### config.mk
export PLATFORM = sky130hd
export DESIGN_NAME = rsi_reset_ctrl
export DESIGN_NICKNAME = d
export VERILOG_FILES = /design/src/logic/rsi_pkg.sv /design/src/logic/rsi_reset_ctrl.sv /design/src/logic/rsi_stab_timer.sv
export SDC_FILE = /design/constraint.sdc
export NUM_CORES = 1
export LEC_CHECK = 0
export BUFFER_PORTS_ARGS = -buffer_cell sky130_fd_sc_hd__buf_2
export CAP_MARGIN = 10
export CORE_ASPECT_RATIO = 0.6
export CORE_MARGIN = 3
export CORE_UTILIZATION = 40
export DETAILED_ROUTE_END_ITERATION = 8
export GPL_TIMING_DRIVEN = 0
export PLACE_DENSITY_LB_ADDON = 0.1
export SLEW_MARGIN = 15
export SYNTH_ARGS = -nofsm -noshare
export SYNTH_HDL_FRONTEND = slang
export SYNTH_SLANG_ARGS = --single-unit
### constraint.sdc
create_clock -name clk -period 2.2 [get_ports clk]
set_input_delay 0.44 -clock clk [delete_from_list [all_inputs] [get_ports clk]]
set_output_delay 0.44 -clock clk [all_outputs]
set_load 0.02 [all_outputs]
### src/logic/rsi_pkg.sv
package rsi_pkg;

    // ------------------------------------------------------------------
    // register map
    // ------------------------------------------------------------------
    localparam logic [7:0] PDR_CTRL_OFS  = 8'h10; // power_down_reset_control
    localparam logic [7:0] STATUS_OFS    = 8'h14; // reset cause and phase
    localparam int         PDR_EN_BIT    = 0;     // power_down_reset_enable
    localparam logic [3:0] PDR_CTRL_RST  = 4'h0;

    // ------------------------------------------------------------------
    // initial values applied by a reset
    // ------------------------------------------------------------------
    localparam int          PC_W          = 12;
    localparam logic [11:0] PC_START      = 12'h000;
    localparam logic [3:0]  SP_INIT       = 4'h5;
    localparam logic [7:0]  TMR_MOD_INIT  = 8'hFF;
    localparam logic [7:0]  TMR_CNT_INIT  = 8'h00;

    // ------------------------------------------------------------------
    // oscillation stabilisation wait: divide-by-256 clock counted to 256
    // ------------------------------------------------------------------
    localparam int STAB_DIV    = 256;
    localparam int STAB_COUNT  = 256;
    localparam int STAB_CYCLES = STAB_DIV * STAB_COUNT;
    localparam int STAB_W      = 17;

    // ------------------------------------------------------------------
    // sequencer states, one-hot
    // ------------------------------------------------------------------
    typedef enum logic [3:0] {
        RSI_RUN  = 4'b0001,
        RSI_HOLD = 4'b0010,
        RSI_WAIT = 4'b0100,
        RSI_INIT = 4'b1000
    } rsi_state_t;

    // reset causes, as kept in the status register
    typedef enum logic [1:0] {
        RSI_CAUSE_NONE  = 2'b00,
        RSI_CAUSE_PIN   = 2'b01,
        RSI_CAUSE_PWR   = 2'b10,
        RSI_CAUSE_STACK = 2'b11
    } rsi_cause_t;

endpackage : rsi_pkg

### src/logic/rsi_reset_ctrl.sv
// The APB slave port was decided locally.
`timescale 1ns/1ns
// Behaviour
// - pin/supply reset: stack pointer 5, timer/comparator bits set
// - interrupt level bit copies pin at reset
// - stack fault reset: stack pointer 5, rest cleared
// - data memory kept only on standby pin/supply
// - shift register kept only on standby pin/supply
// - window register kept likewise; system registers cleared
// - after pin release: clock, wait, run at 0
// - wait ends after 256 x 256 clocks
// - stack fault reset skips the wait
// - power-down detector acts only when enabled
module rsi_reset_ctrl #(
    parameter int WAIT_CYCLES = rsi_pkg::STAB_CYCLES
) (
    // clock and reset
    input  wire logic                    clk,
    input  wire logic                    reset_n,
    // reset sources
    input  wire logic                    reset_pin_n,
    input  wire logic                    power_on_det,
    input  wire logic                    power_down_det,
    input  wire logic                    stack_fault,
    input  wire logic                    standby,
    input  wire logic                    int_pin,
    // apb slave
    input  wire logic                    psel,
    input  wire logic                    penable,
    input  wire logic                    pwrite,
    input  wire logic [7:0]              paddr,
    input  wire logic [31:0]             pwdata,
    output logic      [31:0]             prdata,
    output logic                         pready,
    output logic                         pslverr,
    // core sequencing
    output logic                         core_reset,
    output logic                         sys_clock_run,
    output logic                         init_strobe,
    output logic [rsi_pkg::PC_W-1:0]     program_counter,
    // control register image
    output logic [3:0]                   stack_pointer,
    output logic                         timer_interrupt_request_flag,
    output logic                         timer_run_enable,
    output logic                         comparator_reference_select,
    output logic                         comparator_result_bit,
    output logic                         int_level,
    output logic                         power_down_reset_enable,
    // other units
    output logic                         port_input_mode,
    output logic                         port_latch_clear,
    output logic [7:0]                   timer_count_init,
    output logic                         timer_count_load,
    output logic [7:0]                   timer_modulo,
    output logic                         sysreg_clear,
    output logic                         window_keep,
    output logic                         data_memory_keep,
    output logic                         serial_shift_keep
);

    // ------------------------------------------------------------------
    // reset requests
    // ------------------------------------------------------------------
    logic pdr_en_reg;
    logic supply_req;
    logic level_req;

    // the power-down detector is gated by software
    assign supply_req = power_on_det || (power_down_det && pdr_en_reg);
    assign level_req  = !reset_pin_n || supply_req;

    // ------------------------------------------------------------------
    // sequencer
    // ------------------------------------------------------------------
    rsi_pkg::rsi_state_t state_reg;
    rsi_pkg::rsi_state_t state_next;
    logic                wait_done;
    logic                enter_hold;
    logic                enter_init;
    logic                enter_any;

    // level resets win over a stack fault in the same cycle
    assign enter_hold = level_req && (state_reg != rsi_pkg::RSI_HOLD);
    assign enter_init = stack_fault && !level_req
                        && (state_reg == rsi_pkg::RSI_RUN);
    assign enter_any  = enter_hold || enter_init;

    // next state
    always_comb begin
        state_next = state_reg;
        case (state_reg)
            rsi_pkg::RSI_RUN: begin
                if (level_req) begin
                    state_next = rsi_pkg::RSI_HOLD;
                end else if (stack_fault) begin
                    state_next = rsi_pkg::RSI_INIT;
                end
            end
            rsi_pkg::RSI_HOLD: begin
                // clock stopped while held; released into the wait
                if (!level_req) begin
                    state_next = rsi_pkg::RSI_WAIT;
                end
            end
            rsi_pkg::RSI_WAIT: begin
                if (level_req) begin
                    state_next = rsi_pkg::RSI_HOLD;
                end else if (wait_done) begin
                    state_next = rsi_pkg::RSI_RUN;
                end
            end
            rsi_pkg::RSI_INIT: begin
                // no stabilisation wait after a stack fault
                state_next = level_req ? rsi_pkg::RSI_HOLD
                                       : rsi_pkg::RSI_RUN;
            end
            default: state_next = rsi_pkg::RSI_HOLD;
        endcase
    end

    always_ff @(posedge clk or negedge reset_n) begin
        if (!reset_n) begin
            state_reg <= rsi_pkg::RSI_HOLD;
        end else begin
            state_reg <= state_next;
        end
    end

    // wait counter runs only in the wait phase
    rsi_stab_timer #(
        .WAIT_CYCLES (WAIT_CYCLES)
    ) u_stab (
        .clk      (clk),
        .reset_n  (reset_n),
        .count_en (state_reg == rsi_pkg::RSI_WAIT),
        .done     (wait_done)
    );

    // ------------------------------------------------------------------
    // sequencing outputs
    // ------------------------------------------------------------------
    logic core_reset_reg;
    logic clk_run_reg;
    logic strobe_reg;

    // core held until run; clock off only while the request holds
    always_ff @(posedge clk or negedge reset_n) begin
        if (!reset_n) begin
            core_reset_reg <= 1'b1;
            clk_run_reg    <= 1'b0;
            strobe_reg     <= 1'b0;
        end else begin
            core_reset_reg <= (state_next != rsi_pkg::RSI_RUN);
            clk_run_reg    <= (state_next != rsi_pkg::RSI_HOLD);
            strobe_reg     <= enter_any;
        end
    end

    // ------------------------------------------------------------------
    // initial states, captured at entry to a reset
    // ------------------------------------------------------------------
    logic       full_init;
    logic       keep_ok;
    logic [3:0] stk_ptr_reg;
    logic       tmr_irq_reg;
    logic       tmr_en_reg;
    logic       cmp_ref_reg;
    logic       cmp_res_reg;
    logic       int_lvl_reg;
    logic       port_clr_reg;
    logic       tcnt_load_reg;
    logic       win_keep_reg;
    logic       dmem_keep_reg;
    logic       sio_keep_reg;
    rsi_pkg::rsi_cause_t cause_reg;

    assign full_init = enter_hold;
    // retention only for a level reset taken in standby
    assign keep_ok   = enter_hold && standby;

    always_ff @(posedge clk or negedge reset_n) begin
        if (!reset_n) begin
            stk_ptr_reg   <= rsi_pkg::SP_INIT;
            tmr_irq_reg   <= 1'b1;
            tmr_en_reg    <= 1'b1;
            cmp_ref_reg   <= 1'b1;
            cmp_res_reg   <= 1'b1;
            int_lvl_reg   <= 1'b0;
            port_clr_reg  <= 1'b1;
            tcnt_load_reg <= 1'b1;
            win_keep_reg  <= 1'b0;
            dmem_keep_reg <= 1'b0;
            sio_keep_reg  <= 1'b0;
            cause_reg     <= rsi_pkg::RSI_CAUSE_PWR;
        end else if (enter_any) begin
            stk_ptr_reg   <= rsi_pkg::SP_INIT;
            tmr_irq_reg   <= full_init;
            tmr_en_reg    <= full_init;
            cmp_ref_reg   <= full_init;
            cmp_res_reg   <= full_init;
            int_lvl_reg   <= int_pin;
            port_clr_reg  <= full_init;
            tcnt_load_reg <= full_init;
            win_keep_reg  <= keep_ok;
            dmem_keep_reg <= keep_ok;
            sio_keep_reg  <= keep_ok;
            cause_reg     <= enter_init ? rsi_pkg::RSI_CAUSE_STACK :
                             !reset_pin_n ? rsi_pkg::RSI_CAUSE_PIN :
                                            rsi_pkg::RSI_CAUSE_PWR;
        end
    end

    // ------------------------------------------------------------------
    // apb slave
    // ------------------------------------------------------------------
    logic        access;
    logic        hit_ctrl;
    logic        hit_stat;
    logic        wr_ctrl;
    logic [31:0] rd_mux;
    logic [31:0] prdata_reg;
    logic        pready_reg;
    logic        pslverr_reg;

    // one wait state: answer comes the cycle after the access phase opens
    assign access   = psel && penable && !pready_reg;
    assign hit_ctrl = (paddr == rsi_pkg::PDR_CTRL_OFS);
    assign hit_stat = (paddr == rsi_pkg::STATUS_OFS);
    assign wr_ctrl  = psel && penable && pready_reg && pwrite && hit_ctrl;

    // upper bits of each register read as zero
    assign rd_mux = hit_ctrl ? {31'h0000_0000, pdr_en_reg} :
                    hit_stat ? {26'h000_0000, cause_reg, state_reg} :
                               32'h0000_0000;

    always_ff @(posedge clk or negedge reset_n) begin
        if (!reset_n) begin
            pready_reg  <= 1'b0;
            pslverr_reg <= 1'b0;
            prdata_reg  <= 32'h0000_0000;
        end else begin
            pready_reg  <= access;
            pslverr_reg <= access && !(hit_ctrl || hit_stat);
            prdata_reg  <= (access && !pwrite) ? rd_mux : 32'h0000_0000;
        end
    end

    // enable flag: every reset clears it, and a reset beats a write
    always_ff @(posedge clk or negedge reset_n) begin
        if (!reset_n) begin
            pdr_en_reg <= rsi_pkg::PDR_CTRL_RST[rsi_pkg::PDR_EN_BIT];
        end else if (enter_any) begin
            pdr_en_reg <= 1'b0;
        end else if (wr_ctrl) begin
            pdr_en_reg <= pwdata[rsi_pkg::PDR_EN_BIT];
        end
    end

    // ------------------------------------------------------------------
    // output connections
    // ------------------------------------------------------------------
    assign prdata                       = prdata_reg;
    assign pready                       = pready_reg;
    assign pslverr                      = pslverr_reg;
    assign core_reset                   = core_reset_reg;
    assign sys_clock_run                = clk_run_reg;
    assign init_strobe                  = strobe_reg;
    // constant load values stand for flops folded at synthesis
    assign program_counter              = rsi_pkg::PC_START;
    assign timer_modulo                 = rsi_pkg::TMR_MOD_INIT;
    assign timer_count_init             = rsi_pkg::TMR_CNT_INIT;
    assign port_input_mode              = 1'b1;
    assign sysreg_clear                 = 1'b1;
    assign stack_pointer                = stk_ptr_reg;
    assign timer_interrupt_request_flag = tmr_irq_reg;
    assign timer_run_enable             = tmr_en_reg;
    assign comparator_reference_select  = cmp_ref_reg;
    assign comparator_result_bit        = cmp_res_reg;
    assign int_level                    = int_lvl_reg;
    assign power_down_reset_enable      = pdr_en_reg;
    assign port_latch_clear             = port_clr_reg;
    assign timer_count_load             = tcnt_load_reg;
    assign window_keep                  = win_keep_reg;
    assign data_memory_keep             = dmem_keep_reg;
    assign serial_shift_keep            = sio_keep_reg;

    // ------------------------------------------------------------------
    // checks
    // ------------------------------------------------------------------
    a_pdr_gated: assert property (
        @(posedge clk) disable iff (!reset_n)
        (state_reg == rsi_pkg::RSI_RUN && reset_pin_n && !power_on_det
         && power_down_det && !pdr_en_reg && !stack_fault)
        |=> state_reg == rsi_pkg::RSI_RUN)
        else $error("power-down reset taken while disabled");

    a_full_init_bits: assert property (
        @(posedge clk) disable iff (!reset_n)
        enter_hold |=> (stk_ptr_reg == 4'h5) && tmr_irq_reg && tmr_en_reg
                       && cmp_ref_reg && cmp_res_reg && !pdr_en_reg)
        else $error("level reset initial state wrong");

    a_int_level_copy: assert property (
        @(posedge clk) disable iff (!reset_n)
        enter_any |=> int_lvl_reg == $past(int_pin))
        else $error("interrupt level not captured");

    a_stack_init: assert property (
        @(posedge clk) disable iff (!reset_n)
        enter_init |=> (stk_ptr_reg == 4'h5) && !tmr_irq_reg && !tmr_en_reg
                       && !cmp_ref_reg && !port_clr_reg)
        else $error("stack fault initial state wrong");

    a_keep_standby: assert property (
        @(posedge clk) disable iff (!reset_n)
        enter_any |=> dmem_keep_reg == ($past(standby) && $past(level_req)))
        else $error("memory retention flag wrong");

    a_keep_all_same: assert property (
        @(posedge clk) disable iff (!reset_n)
        (win_keep_reg == sio_keep_reg) && (sio_keep_reg == dmem_keep_reg))
        else $error("retention flags disagree");

    a_stack_no_wait: assert property (
        @(posedge clk) disable iff (!reset_n)
        enter_init ##1 !level_req
        |=> state_reg == rsi_pkg::RSI_RUN && !core_reset_reg)
        else $error("stack fault reset did not skip wait");

    a_release_wait: assert property (
        @(posedge clk) disable iff (!reset_n)
        (reset_n && state_reg == rsi_pkg::RSI_HOLD && !level_req)
        |=> state_reg == rsi_pkg::RSI_WAIT && clk_run_reg && core_reset_reg)
        else $error("release did not start clock and wait");

    a_wait_length: assert property (
        @(posedge clk) disable iff (!reset_n)
        $rose(state_reg == rsi_pkg::RSI_WAIT) && WAIT_CYCLES >= 8
        |-> !wait_done [*8])
        else $error("stabilisation wait ended too soon");

endmodule : rsi_reset_ctrl

### src/logic/rsi_stab_timer.sv
`timescale 1ns/1ns
// ----------------------------------------------------------------------
// stabilisation wait counter
// ----------------------------------------------------------------------
module rsi_stab_timer #(
    parameter int WAIT_CYCLES = rsi_pkg::STAB_CYCLES
) (
    // clock and reset
    input  wire logic clk,
    input  wire logic reset_n,
    // control
    input  wire logic count_en,
    // status
    output logic      done
);

    logic [rsi_pkg::STAB_W-1:0] cnt_reg;
    logic [rsi_pkg::STAB_W-1:0] cnt_next;
    logic                       last;
    logic                       done_reg;

    // terminal count, constant cast down to the counter width STAB_W
    assign last     = (cnt_reg == rsi_pkg::STAB_W'(WAIT_CYCLES - 1));
    assign cnt_next = !count_en ? '0 :
                      last      ? cnt_reg :
                                  cnt_reg + 1'b1;

    // counter restarts whenever the wait phase is left
    always_ff @(posedge clk or negedge reset_n) begin
        if (!reset_n) begin
            cnt_reg  <= '0;
            done_reg <= 1'b0;
        end else begin
            cnt_reg  <= cnt_next;
            done_reg <= count_en && last && !done_reg;
        end
    end

    assign done = done_reg;

endmodule : rsi_stab_timer

==> impl_metrics.py <==
metrics = {
    "clocking": {
        "clockBufferDepth": 2,
        "cts-root-buf": "clkbuf_8",
        "cts_tree": "yes",
        "cts.reportedPaths.clkPinSlew_ps": 80,
        "cts_htree_levels": 2,
        "clock-sinks": 39,
        "clock_latency_ps": 290,
        "cts_hold_buf": 0,
        "numCtsBuffers": 5,
    },
    "placement": {
        "io_buffers": 41,
        "place_congestion": 0.722,
        "dpl.hpwl_um": 3500,
        "place_area_mm2": 0.00286,
    },
    "routing": {
        "num_vias": 1752,
        "firstDrtPassIters": 4,
        "avgViaCountPerCell": 4.03,
        "postRouteAntennaNets": 0,
        "drc_errors": 0,
        "post_drt_wl_per_cell_um": 10.4,
        "drt_iter0_drc": 54,
        "drt_wl_total_um": 4530,
    },
    "pwr": {
        "power_density_mw_per_mm2": 541,
        "power.leakage_nw": 1.66,
        "ir_drop_v": 0.000259,
        "finalPower_w": 0.00166,
    },
    "setup_path": {
        "crit_cells": 9,
        "cp_max_fo": 6,
        "crit_required_ps": 2410,
        "reg2reg_depth": 9,
        "cp.arrival_ps": 2310,
        "max_stage_delay_ps": 420,
        "crit_buf_inv": 1,
        "critPathKind": "register to register",
        "cp_top_family": "simple AND/OR/NAND/NOR gates",
        "slowest_stage": "or4_4",
        "crit_path_end_kind": "register",
        "crit_chain": "ha_1 > nand4_1 > nor3_4 > ha_4 > and4b_1 > buf_6 > nand3_4 > or4_4 > a21oi_2",
        "startpoint_type": "register",
    },
    "floorplanning": {
        "die_x_um": 105,
        "ios": 133,
        "core_area_mm2": 0.00536,
        "die_y_um": 65.2,
        "fp-row-count": 20,
        "dieArea_mm2": 0.00683,
        "initial_core_util": 0.437,
    },
    "global_routing": {
        "grt_pass1_vias": 1637,
        "grt_antenna_before_repair": 0,
        "track_usage": 0.139,
        "grt_first_pass_wirelength_um": 7650,
        "grt_max_degree": 40,
        "grt_overflow_total": 0,
    },
    "sta": {
        "worst_hold_slack_ps": 257,
        "slew_violations": 0,
        "hold_viol": 0,
        "fin_crit_ps": 2100,
        "worst_pin_slew_ps": 862,
        "finalCritPeriodShare": 0.956,
        "slew_headroom": 0.425,
        "rsz0062_at_grt": "no",
        "finalClockSkew_ps": 14.4,
        "fin_setup_tns_ps": 0,
        "max_freq_mhz": 476,
        "setup_viol": 0,
    },
    "logic_synthesis": {
        "synth_area_leaders": "dfrtp_1 (37%), buf_4 (21%), dfstp_2 (4.5%), xor2_1 (3.7%), nor2_1 (3.7%)",
        "ys_warn_count": 0,
        "synth_edf_count": 0,
        "synth_area_mm2": 0.00234,
        "synth_flop_cell": "dfrtp_1",
        "synth.distinct_cells": 46,
        "ys_seq_area_frac": 0.419,
        "syn_area_per_cell_um2": 9.67,
        "synthArstFlopShare": 1.00,
        "yosysTopAreaCell": "dfrtp_1",
        "syn_inst": 242,
        "synth_seq_cells": 39,
        "synth_top_area_share": 0.374,
    },
    "worst_hold_path": {
        "hold_path.class": "input port to asynchronous set/reset pin",
    },
    "job": {
        "maxCapViolCount": 0,
    },
    "layout": {
        "stdcell_area_mm2": 0.00307,
        "diodes": 0,
        "nNetsFinal": 410,
        "final_common_cell": "buf_4",
        "final_cell_mix": "buf_4 (78), conb_1 (60), buf_2 (46), dfrtp_1 (35), nor2_1 (23)",
        "drive_above_1_share": 0.419,
        "largest_reg_flops": 17,
        "area_growth_pct": 31.0,
    },
    "status": {
        "outcome": "complete, no violations",
    },
}
## final timing paths
kind	to	slack, ps	startpoint
min in group clk	cause_reg[0]	350	reset_pin_n
hold / removal	prdata[2]	260	reset_n
setup / recovery	u_stab.cnt_reg[15]	100	u_stab.cnt_reg[0]
max in group asynchronous	state_reg[0]	1400	reset_n
hold reg to reg	u_stab.done	480	u_stab.done
setup reg to reg	u_stab.cnt_reg[15]	100	u_stab.cnt_reg[0]
## layer usage
metal / routed length [um] / global-route usage / share of wire
met3: 389 / 0.0500 / 0.086
met1: 2320 / 0.203 / 0.51
met2: 1800 / 0.200 / 0.40
met5: 0 / 0 / 0
met4: 25 / 0.0245 / 0.0055
## layout make-up
| class | count | area, um^2 |
|---|---|---|
| clock inverter | 1 | 30.0 |
| multi-input combinational | 174 | 993 |
| fill | 509 | 2290 |
| inverter | 10 | 37.5 |
| timing repair buffer | 52 | 288 |
| sequential | 39 | 981 |
| clock buffer | 7 | 76.3 |
| tap | 77 | 96.3 |
| buffer | 75 | 563 |
## power by group
part           internal (W)  switching (W)  total, W
Clock              0.000339       0.000240  0.000580
Sequential         0.000744      0.0000107  0.000754
Combinational      0.000129       0.000195  0.000324
## cell families (layout without fill, tap and decap cells)
group	Yosys count	after routing	synth area share
xor gates and xnor gates	12	12	0.0449
muxes	5	5	0.0219
AOI/OAI and AO/OA	21	21	0.0524
adders and majority gates	2	2	0.0107
DFF	39	39	0.419
buffers and inverters	87	145	0.270
other	2	60	0.00321
and+or+nand+nor	74	74	0.178
## what timing repair did
action                     CTS  global route
resized for setup            9             3
setup endpoints to repair   11             7
buffers inserted             5             6
pin swaps                    2             6
## metrics by stage
| step | instances | utilization | setup WS, ps |
|---|---|---|---|
| 2_1_floorplan | 300 | - | 1.03 |
| 3_3_place_gp | 418 | 0.534 | -121 |
| 3_5_place_dp | 418 | 0.534 | -156 |
| 4_1_cts | 430 | 0.564 | 38.3 |
| 5_1_grt | 435 | 0.572 | 2.35 |
| 6_report | 435 | 0.572 | 97.5 |
## synthesized netlist by cell type (2+ instances only)
master   instances
dfstp_2          4
nor3_1           9
and2_1           2
nand3_1          3
nor2_1          23
buf_12           2
buf_6            2
nand2_1         10
or4_1            2
mux2i_1          4
xor2_1          10
and4_1           2
buf_2            5
and4b_1          2
a21oi_1          7
xnor2_1          2
conb_1           2
ha_1             2
dfrtp_1         35
inv_2            2
inv_1            8
or3_1            4
buf_4           67
o21ai_0          6
nand4_1          6
(Power assumes the default switching activity.)
